**src/sli_pkg.sv**
```systemverilog
package sli_pkg;
    localparam int          ADDR_W          = 8;
    // register byte offsets
    localparam logic [7:0]  OFF_CTRL        = 8'h00;
    localparam logic [7:0]  OFF_OFFSEL      = 8'h04;
    localparam logic [7:0]  OFF_PRIO_A      = 8'h08;
    localparam logic [7:0]  OFF_PRIO_B      = 8'h0C;
    localparam logic [7:0]  OFF_PRIO_C      = 8'h10;
    localparam logic [7:0]  OFF_RSTCODE     = 8'h14;
    localparam logic [7:0]  OFF_DIAGCODE    = 8'h18;
    localparam logic [7:0]  OFF_LEDSTAT     = 8'h1C;
    localparam logic [7:0]  OFF_IRQSTAT     = 8'h20;
    localparam logic [7:0]  OFF_IRQEN       = 8'h24;
    localparam logic [7:0]  OFF_IRQCLR      = 8'h28;
    localparam logic [7:0]  OFF_BLINK       = 8'h2C;
    // control register bits (bits 0-1: write 1 = one-cycle action; bit 2 held as written)
    localparam int          CTL_INDICATOR_RESET_INSTRUCTION        = 0;
    localparam int          CTL_ERRRST      = 1;
    localparam int          CTL_OFFREQ      = 2;
    // indicator-off select bits
    localparam int          SEL_USER        = 4;
    localparam int          SEL_BOOT        = 8;
    // status bits
    localparam int          ST_RUN          = 0;
    localparam int          ST_ERR          = 1;
    localparam int          ST_USER         = 2;
    localparam int          ST_BAT          = 3;
    localparam int          ST_BOOT         = 4;
    localparam int          ST_DIAG         = 5;
    localparam int          ST_SELF         = 6;
    // interrupt bits
    localparam int          IRQ_STOP        = 0;
    localparam int          IRQ_CONT        = 1;
    localparam int          IRQ_BAT         = 2;
    localparam int          IRQ_BOOT        = 3;
    localparam int          IRQ_W           = 4;
    // error items
    localparam int          NITEM           = 10;
    localparam logic [3:0]  ITEM_CHK        = 4'h6;
    localparam logic [3:0]  ITEM_ANN        = 4'h7;
    localparam logic [3:0]  ITEM_BAT        = 4'h9;
    localparam logic [15:0] PRIO_A_RST      = 16'h4321;
    localparam logic [15:0] PRIO_B_RST      = 16'h8765;
    localparam logic [15:0] PRIO_C_RST      = 16'h00A9;
    // blink half period
    localparam int          CLK_MHZ         = 250;
    localparam int          BLINK_MS        = 250;
    localparam logic [31:0] BLINK_CYC       = 32'(CLK_MHZ * 1000 * BLINK_MS);
    localparam logic [15:0] HTRANS_NONSEQ   = 16'h0002;
    typedef enum logic [1:0] {SLI_STOPPED, SLI_RUNNING, SLI_RUN_HOLD} sli_run_e;
endpackage

```
**src/sli_status_led.sv**
```systemverilog
// How it works
// - run indicator steady while executing with key in run or step-run
// - run flickers on stopping error or stop-to-run after program write
// - post-write flicker ends only on run-stop-run or key-switch reset
// - error steady for continuing error other than battery or program-fault items, flicker on stopping error
// - program-fault lit by check or annunciator, flickers during latch clear
// - battery alarm lit by continuing-error item 9; CPU or card low battery only raises its interrupt
// - startup-load lit once boot transfer completes, dark otherwise
// - reset instruction clears error, program-fault, battery; not startup-load
// - error reset with code clears the same three, continuing errors only
// - rising edge of off request clears selected program-fault or startup-load
// - select bit 1 clears: 100H startup-load, 10H program-fault, 110H both
// - stopping error always indicated regardless of priority
// - continuing errors indicated by order held in three priority registers
// - equal priority: first detected error is indicated
// - default order item 1 to A
// - removed item lights no indicator; three indicators share order
// - diagnostic flags and error code kept even when suppressed
`timescale 1ns/1ps
`default_nettype none
module sli_status_led #(
    parameter int           NI = sli_pkg::NITEM
) (
    input  wire logic           clk,
    input  wire logic           srst,
    input  wire logic [31:0]    haddr,
    input  wire logic [1:0]     htrans,
    input  wire logic           hwrite,
    input  wire logic [2:0]     hsize,
    input  wire logic [31:0]    hwdata,
    input  wire logic           hsel,
    input  wire logic           hready,
    output logic [31:0]         hrdata,
    output logic                hreadyout,
    output logic                hresp,
    input  wire logic           keyRun,
    input  wire logic           keyStep,
    input  wire logic           keyReset,
    input  wire logic           progWritten,
    input  wire logic           stopError,
    input  wire logic [NI-1:0]  contErrorEvt,
    input  wire logic [15:0]    contErrorCode,
    input  wire logic           latchClearBusy,
    input  wire logic           batLowCpu,
    input  wire logic           batLowCard,
    input  wire logic           bootDone,
    output logic                ledRun,
    output logic                ledError,
    output logic                ledUser,
    output logic                batteryAlarmIndicator,
    output logic                ledBoot,
    output logic                irq
);
    import sli_pkg::*;

    ////////////////////////////////////////////////////////////////////////
    // pin synchronisers: three stages, change when stages 2 and 3 agree
    localparam int NPIN = 8;
    logic [NPIN-1:0] pinRaw;
    logic [NPIN-1:0] s1_q;
    logic [NPIN-1:0] s2_q;
    logic [NPIN-1:0] s3_q;
    logic [NPIN-1:0] pin_q;
    assign pinRaw = {bootDone, batLowCard, batLowCpu, latchClearBusy,
                     stopError, progWritten, keyReset, keyRun | keyStep};
    always_ff @(posedge clk) begin
        if (srst) begin
            s1_q  <= '0;
            s2_q  <= '0;
            s3_q  <= '0;
            pin_q <= '0;
        end else begin
            s1_q <= pinRaw;
            s2_q <= s1_q;
            s3_q <= s2_q;
            for (int i = 0; i < NPIN; i++) begin
                if (s2_q[i] == s3_q[i]) begin
                    pin_q[i] <= s3_q[i];
                end
            end
        end
    end
    logic runKey, keyRst, progWr, stopErr, latchClr, batCpu, batCard, boot;
    assign {boot, batCard, batCpu, latchClr, stopErr, progWr, keyRst, runKey} = pin_q;

    logic [NI-1:0] ce1_q, ce2_q, ce3_q, ceSync_q, cePrev_q, ceRise;
    always_ff @(posedge clk) begin
        if (srst) begin
            ce1_q    <= '0;
            ce2_q    <= '0;
            ce3_q    <= '0;
            ceSync_q <= '0;
            cePrev_q <= '0;
        end else begin
            ce1_q    <= contErrorEvt;
            ce2_q    <= ce1_q;
            ce3_q    <= ce2_q;
            cePrev_q <= ceSync_q;
            for (int i = 0; i < NI; i++) begin
                if (ce2_q[i] == ce3_q[i]) begin
                    ceSync_q[i] <= ce3_q[i];
                end
            end
        end
    end
    assign ceRise = ceSync_q & ~cePrev_q;

    ////////////////////////////////////////////////////////////////////////
    // AHB-Lite slave, zero wait states, always OKAY
    logic        wrPend_q;
    logic [7:0]  wrAddr_q;
    logic [15:0] offSel_q, prioA_q, prioB_q, prioC_q, rstCode_q;
    logic [15:0] diagCode_q;
    logic [31:0] blinkHalf_q;
    logic [IRQ_W-1:0] irqStat_q, irqEn_q, irqEvt;
    logic        ctlLedr, ctlErrRst, offReq_q, offReqPrev_q;
    logic        addrOk;
    assign addrOk = hsel & hready & htrans[1];
    assign hreadyout = 1'b1;
    assign hresp = 1'b0;

    function automatic logic wr(input logic [7:0] off);
        return wrPend_q && wrAddr_q == off;
    endfunction

    always_ff @(posedge clk) begin
        if (srst) begin
            wrPend_q <= 1'b0;
            wrAddr_q <= '0;
        end else begin
            wrPend_q <= addrOk & hwrite;
            wrAddr_q <= haddr[7:0];
        end
    end

    always_ff @(posedge clk) begin
        if (srst) begin
            offSel_q    <= '0;
            prioA_q     <= PRIO_A_RST;
            prioB_q     <= PRIO_B_RST;
            prioC_q     <= PRIO_C_RST;
            rstCode_q   <= '0;
            blinkHalf_q <= BLINK_CYC;
            irqEn_q     <= '0;
            offReq_q    <= 1'b0;
        end else begin
            if (wr(OFF_OFFSEL))  offSel_q    <= hwdata[15:0];
            if (wr(OFF_PRIO_A))  prioA_q     <= hwdata[15:0];
            if (wr(OFF_PRIO_B))  prioB_q     <= hwdata[15:0];
            if (wr(OFF_PRIO_C))  prioC_q     <= hwdata[15:0];
            if (wr(OFF_RSTCODE)) rstCode_q   <= hwdata[15:0];
            if (wr(OFF_BLINK))   blinkHalf_q <= hwdata;
            if (wr(OFF_IRQEN))   irqEn_q     <= hwdata[IRQ_W-1:0];
            if (wr(OFF_CTRL))    offReq_q    <= hwdata[CTL_OFFREQ];
        end
    end
    // written out: a continuous assign does not see what a function reads implicitly
    assign ctlLedr   = wrPend_q && wrAddr_q == OFF_CTRL && hwdata[CTL_INDICATOR_RESET_INSTRUCTION];
    assign ctlErrRst = wrPend_q && wrAddr_q == OFF_CTRL && hwdata[CTL_ERRRST];

    always_ff @(posedge clk) begin
        if (srst) offReqPrev_q <= 1'b0;
        else      offReqPrev_q <= offReq_q;
    end
    logic offEdge;
    assign offEdge = offReq_q & ~offReqPrev_q;

    ////////////////////////////////////////////////////////////////////////
    // priority: rank of an item, 0 when removed from the order
    logic [47:0] prioAll;
    assign prioAll = {prioC_q, prioB_q, prioA_q};
    function automatic logic [3:0] rankOf(input logic [3:0] item, input logic [47:0] p);
        logic [3:0] r;
        r = '0;
        for (int k = 11; k >= 0; k--) begin
            if (p[k*4 +: 4] == item) r = 4'(k + 1);
        end
        return r;
    endfunction

    // pending continuing errors, latched until cleared
    logic [NI-1:0] pend_q, pendClr;
    logic [NI-1:0] ordMask;
    always_comb begin
        ordMask = '0;
        for (int i = 0; i < NI; i++) begin
            ordMask[i] = rankOf(4'(i + 1), prioAll) != '0;
        end
    end
    assign pendClr = (ctlLedr | ctlErrRst) ? '1 : '0;
    always_ff @(posedge clk) begin
        if (srst) pend_q <= '0;
        else      pend_q <= ceRise | (pend_q & ~pendClr); // set wins
    end

    // first-detected among equal rank: keep current winner while still valid
    logic [3:0] win_q, winBest;
    logic [3:0] bestRank;
    always_comb begin
        winBest  = '0;
        bestRank = '0;
        for (int i = NI - 1; i >= 0; i--) begin
            if (pend_q[i] && ordMask[i]) begin
                if (bestRank == '0 || rankOf(4'(i + 1), prioAll) < bestRank) begin
                    bestRank = rankOf(4'(i + 1), prioAll);
                    winBest  = 4'(i + 1);
                end
            end
        end
    end
    always_ff @(posedge clk) begin
        if (srst) begin
            win_q <= '0;
        end else if (win_q != '0 && pend_q[win_q - 4'd1] && ordMask[win_q - 4'd1]
                     && rankOf(win_q, prioAll) == bestRank) begin
            win_q <= win_q;
        end else begin
            win_q <= winBest;
        end
    end

    // diag flags and code regardless of suppression
    logic diagFlag_q, selfFlag_q;
    always_ff @(posedge clk) begin
        if (srst) begin
            diagFlag_q <= 1'b0;
            selfFlag_q <= 1'b0;
            diagCode_q <= '0;
        end else begin
            if (|ceRise || stopErr) begin
                diagFlag_q <= 1'b1;
                selfFlag_q <= 1'b1;
            end else if (ctlErrRst && !stopErr) begin
                diagFlag_q <= 1'b0;
                selfFlag_q <= 1'b0;
            end
            if (|ceRise) diagCode_q <= contErrorCode;
        end
    end

    ////////////////////////////////////////////////////////////////////////
    // run state and indicators
    logic blink;
    sli_blinker #(.CW(32)) u_blink (
        .clk        (clk),
        .srst       (srst),
        .halfPeriod (blinkHalf_q),
        .blink      (blink)
    );

    sli_run_e runSt_q;
    logic     runPrev_q, wroteStopped_q, postWrite_q, bootLed_q, userOff_q;
    always_ff @(posedge clk) begin
        if (srst) begin
            runSt_q        <= SLI_STOPPED;
            runPrev_q      <= 1'b0;
            wroteStopped_q <= 1'b0;
            postWrite_q    <= 1'b0;
        end else begin
            runPrev_q <= runKey;
            if (progWr && !runKey) wroteStopped_q <= 1'b1;
            if (keyRst) begin
                postWrite_q    <= 1'b0;
                wroteStopped_q <= 1'b0;
            end else if (runKey && !runPrev_q) begin
                if (postWrite_q) begin
                    postWrite_q <= 1'b0;
                end else if (wroteStopped_q) begin
                    postWrite_q    <= 1'b1;
                    wroteStopped_q <= 1'b0;
                end
            end
            unique case (runSt_q)
                SLI_STOPPED:  if (runKey) runSt_q <= SLI_RUNNING;
                SLI_RUNNING:  if (!runKey) runSt_q <= SLI_STOPPED;
                               else if (postWrite_q) runSt_q <= SLI_RUN_HOLD;
                SLI_RUN_HOLD: if (!runKey) runSt_q <= SLI_STOPPED;
                               else if (!postWrite_q) runSt_q <= SLI_RUNNING;
            endcase
        end
    end
    logic runPostFlick;
    assign runPostFlick = runSt_q == SLI_RUN_HOLD;

    always_ff @(posedge clk) begin
        if (srst) begin
            bootLed_q <= 1'b0;
            userOff_q <= 1'b0;
        end else begin
            if (boot && !bootLed_q && irqEvt[IRQ_BOOT]) bootLed_q <= 1'b1;
            else if (offEdge && offSel_q[SEL_BOOT]) bootLed_q <= 1'b0;
            if (|(ceRise & ({NI{1'b0}} | (NI'(1) << (ITEM_CHK - 4'd1)) |
                (NI'(1) << (ITEM_ANN - 4'd1))))) userOff_q <= 1'b0;
            else if (offEdge && offSel_q[SEL_USER]) userOff_q <= 1'b1;
        end
    end

    always_ff @(posedge clk) begin
        if (srst) begin
            ledRun                <= 1'b0;
            ledError              <= 1'b0;
            ledUser               <= 1'b0;
            batteryAlarmIndicator <= 1'b0;
            ledBoot               <= 1'b0;
        end else begin
            if (stopErr || runPostFlick) ledRun <= blink;
            else                         ledRun <= runKey;
            if (stopErr) ledError <= blink;
            else ledError <= win_q != '0 && win_q != ITEM_CHK && win_q != ITEM_ANN
                             && win_q != ITEM_BAT;
            if (latchClr) ledUser <= blink;
            else ledUser <= !userOff_q && ((pend_q[ITEM_CHK-4'd1] && ordMask[ITEM_CHK-4'd1])
                            || (pend_q[ITEM_ANN-4'd1] && ordMask[ITEM_ANN-4'd1]));
            batteryAlarmIndicator <= pend_q[ITEM_BAT-4'd1] && ordMask[ITEM_BAT-4'd1];
            ledBoot <= bootLed_q;
        end
    end

    ////////////////////////////////////////////////////////////////////////
    // interrupts: sticky status, write-1 clear, set wins
    logic batPrev_q, bootPrev_q;
    always_ff @(posedge clk) begin
        if (srst) begin
            batPrev_q  <= 1'b0;
            bootPrev_q <= 1'b0;
        end else begin
            batPrev_q  <= batCpu | batCard;
            bootPrev_q <= boot;
        end
    end
    assign irqEvt[IRQ_STOP] = stopErr;
    assign irqEvt[IRQ_CONT] = |ceRise;
    assign irqEvt[IRQ_BAT]  = (batCpu | batCard) & ~batPrev_q;
    assign irqEvt[IRQ_BOOT] = boot & ~bootPrev_q;
    always_ff @(posedge clk) begin
        if (srst) irqStat_q <= '0;
        else if (wr(OFF_IRQCLR)) irqStat_q <= irqEvt | (irqStat_q & ~hwdata[IRQ_W-1:0]);
        else irqStat_q <= irqStat_q | irqEvt;
    end
    assign irq = |(irqStat_q & irqEn_q);

    ////////////////////////////////////////////////////////////////////////
    // read data, registered in address phase
    always_ff @(posedge clk) begin
        if (srst) begin
            hrdata <= '0;
        end else if (addrOk && !hwrite) begin
            unique case (haddr[7:0])
                OFF_OFFSEL:   hrdata <= {16'h0000, offSel_q};
                OFF_PRIO_A:   hrdata <= {16'h0000, prioA_q};
                OFF_PRIO_B:   hrdata <= {16'h0000, prioB_q};
                OFF_PRIO_C:   hrdata <= {16'h0000, prioC_q};
                OFF_RSTCODE:  hrdata <= {16'h0000, rstCode_q};
                OFF_DIAGCODE: hrdata <= {16'h0000, diagCode_q};
                OFF_LEDSTAT:  hrdata <= {25'h0, selfFlag_q, diagFlag_q, ledBoot,
                                         batteryAlarmIndicator, ledUser, ledError, ledRun};
                OFF_IRQSTAT:  hrdata <= {28'h0000000, irqStat_q};
                OFF_IRQEN:    hrdata <= {28'h0000000, irqEn_q};
                OFF_BLINK:    hrdata <= blinkHalf_q;
                default:      hrdata <= 32'h00000000;
            endcase
        end
    end
endmodule
`default_nettype wire

```
**src/sli_blinker.sv**
```systemverilog
`timescale 1ns/1ps
`default_nettype none
module sli_blinker #(
    parameter int           CW = 32
) (
    input  wire logic           clk,
    input  wire logic           srst,
    input  wire logic [CW-1:0]  halfPeriod,
    output logic                blink
);
    logic [CW-1:0] cnt_q;

    // free-running toggle with programmable half period; every flicker output shares it
    always_ff @(posedge clk) begin
        if (srst) begin
            cnt_q <= '0;
            blink <= 1'b0;
        end else if (cnt_q + CW'(1) >= halfPeriod) begin
            cnt_q <= '0;
            blink <= ~blink;
        end else begin
            cnt_q <= cnt_q + CW'(1);
        end
    end
endmodule
`default_nettype wire

```
**config.mk**
```make
export PLATFORM = sky130hd
export DESIGN_NAME = sli_status_led
export DESIGN_NICKNAME = d
export VERILOG_FILES = /design/src/sli_pkg.sv /design/src/sli_status_led.sv /design/src/sli_blinker.sv
export SDC_FILE = /design/constraint.sdc
export NUM_CORES = 1
export LEC_CHECK = 0
export BUFFER_PORTS_ARGS = -buffer_cell sky130_fd_sc_hd__clkbuf_2
export CAP_MARGIN = 30
export CORE_MARGIN = 10
export CORE_UTILIZATION = 61
export CTS_CLUSTER_DIAMETER = 80
export DETAILED_ROUTE_END_ITERATION = 12
export PLACE_DENSITY = 0.84
export SLEW_MARGIN = 20
export SYNTH_ARGS = -nofsm -noshare
export SYNTH_HDL_FRONTEND = slang
export SYNTH_SLANG_ARGS = --single-unit
export TNS_END_PERCENT = 10
```
**constraint.sdc**
```tcl
create_clock -name clk -period 19 [get_ports clk]
set_input_delay 1.9 -clock clk [delete_from_list [all_inputs] [get_ports clk]]
set_output_delay 1.9 -clock clk [all_outputs]
set_load 0.005 [all_outputs]
```
==> impl_metrics.toml <==
[clock_network]
cts_tree = "yes"
post_cts_buffers = 0
clockBufferDepth = 3
cts_buffers = 34
h-tree-depth = 2
clkSinkCount = 323
path_clk_slew_ps = 60
clkLatencyLatePin_ps = 540
cts-root-buf = "clkbuf_16"

[drt]
met1_length_um = 22880
top_layer = "met4"
wl_met2_um = 24940
drt-initial-drc-count = 2195
ant_nets = 0
dr.pass1.iters = 6
wl_per_cell_um = 20.12
vias = 17643
drc_errors = 0
wirelength_um = 55040
wl_met3_um = 5321
viasPerCell = 6.448

[place]
dp_hpwl_um = 39760
place_inst = 2670
gp_congestion = 0.9745
placement.io_buffers = 118

[global_routing]
grt_max_degree = 117
antenna_found_initial = 1
grt-ovfl-total = 0
grt_pass1_vias = 17138
grt_pass1_wl_um = 87270
track_usage_pct = 27.33

[logic_synthesis]
synthArstFlopShare_pct = 0
netlist_area_sq_um = 18410
synthesis.instances = 2254
synthTopCellsByArea = "dfxtp_1 (35%), nand2_1 (5.6%), a21oi_1 (4.7%)"
ys_types = 102
synth_top_area_share_pct = 35.12
yosysTopAreaCell = "dfxtp_1"
synth_seq_cells = 323
synthesis.nets = 2428
synth_edf_count = 0
syn_avg_cell_area_sq_um = 8.168
ys_seq_area_share_pct = 35.12
ys.flop_type = "dfxtp_1"
ys_warn_count = 0

[cells_and_area]
area_growth_pct = 12.08
utilization_pct = 69.43
fillCellCount = 2352
final_cell_mix = "dfxtp_1 (316), nand2_1 (273), nor2_1 (196)"
drive_gt1_share_pct = 12.67
final_common_cell = "dfxtp_1"
finalNonFillerCells = 2736
layout.nets = 2493

[floorplan]
die-area_sq_um = 37530
core-area_sq_um = 29720
initial_core_util_pct = 61.95
io_pins = 149
die_h_um = 193.7
die_w_um = 193.7
rows = 63

[critical_path]
r2r_cells = 74
path_common_cell = "ha_1"
crit_type = "flop to flop"
r2r_end = "win_q[0]"
ff2ff_setup_slack_ps = 1190
critPathRequiredTime_ps = 19460
timing.rr.start = "prioB_q[7]"
start_kind = "flop"
slowest_stage = "nor4bb_1"
slowest_delay_ps = 650
arrival_ps = 18270
cp_max_fo = 14
end_kind = "flop"

[timing]
slew_violations = 0
max_slew_margin_pct = 33.71
worstMarginPinSlew_ps = 992.9
fin_crit_sh_pct = 93.75
fmax_mhz = 56.14
hold_ws_ps = 434.2
skew_ps = 29.75
hold_viol_final = 0
fin_setup_tns_ps = 0
setup_violations = 0
finalCriticalPeriod_ps = 17810

[pwr]
finalPower_mw = 1.423
vdd_drop_max_mv = 0.09008
leakagePower_nw = 8.283
power_density_nw_per_um2 = 68.98

[outcome]
outcome = "complete, no violations"

[min_path]
hold_depth = 1
worstHoldStart = "ce1_q[6]"
whs_endpoint = "ce2_q[6]"
hold_class = "flop to flop"

[job]
cap_violations = 0
power breakdown:
part	switching, mW	internal [mW]	total, mW
registers	0.00608	0.686	0.692
logic	0.0383	0.0253	0.0636
clock network	0.283	0.385	0.668
synthesized netlist by cell type (28+ instances only):
cell type / count
dfxtp_1: 323
nand2_1: 273
nor2_1: 198
a21oi_1: 173
nor2b_1: 130
clkbuf_1: 107
o21ai_0: 77
inv_1: 68
ha_1: 65
mux2i_1: 60
nand2b_1: 54
xnor2_1: 44
a22oi_1: 40
nand3_1: 40
xor2_1: 39
nor3_1: 37
a211o_1: 28
nand3b_1: 28
nor4bb_1: 28
logic make-up (layout without fill, tap and decap cells):
family,count (synthesis),in the layout,synth area share [%]
AOI/OAI and AO/OA,560,560,20.89
xor gates and xnor gates,83,83,3.949
adders and majority gates,65,65,4.418
buffers and inverters,201,292,4.227
DFF,323,323,35.12
muxes,66,66,3.792
other,2,3,0.04079
and+or+nand+nor,954,954,27.57
metrics by stage:
stage / setup WS [ps] / cell area [sq um]
2_1_floorplan: 2906 / 18410
3_3_place_gp: 1102 / 19270
3_5_place_dp: 671.6 / 19310
4_1_cts: 548.9 / 20460
5_1_grt: -55.39 / 20630
6_report: 1188 / 20630
worst max-delay path: cells and delay by family, from the launching register on:
family	cells	cell delay, ps
simple gates	17	4270
fa+ha+maj	9	2540
compound gates	38	8170
buf+inv	5	800
mux	5	1320
flops	1	620
routing by layer:
metal | up-vias | global-route usage [%]
li1 | 8215 | -
met2 | 930 | 44.00
met3 | 156 | 5.411
met4 | 0 | 10.96
met1 | 8342 | 35.11
met5 | - | 0
layout make-up:
cell class	count	area [sq um]	share of cell area [%]
clock buffer	48	993.5	4.815
timing repair buffer	160	957.2	4.639
tap	390	488.0	2.365
multi-input combinational	1730	11300	54.76
clock inverter	14	155.1	0.7519
antenna	1	2.502	0.01213
inverter	70	262.8	1.273
sequential	323	6475	31.38
flip-flops by register name, indices dropped and copies added, names as in the netlist, 16 cells and up:
signal         flops
blinkHalf_q       32
diagCode_q        16
hrdata            32
offSel_q          16
prioA_q           16
prioB_q           16
prioC_q           16
rstCode_q         16
u_blink.cnt_q     32
worst max path at each step:
stage / to / depth (start not counted) / startpoint
floorplan: win_q[0] / 75 / prioC_q[11]
global placement: win_q[0] / 74 / prioA_q[15]
detailed placement: win_q[0] / 75 / prioC_q[11]
CTS: win_q[0] / 75 / prioC_q[11]
global route: win_q[0] / 77 / prioB_q[1]
finish: win_q[0] / 74 / prioB_q[7]
repair_timing:
item / CTS / global route
hold buffers: 0 / 0
setup endpoints to repair: 0 / 4
gates resized for setup: 0 / 30
No activity file was read; power rests on OpenSTA's default activity.
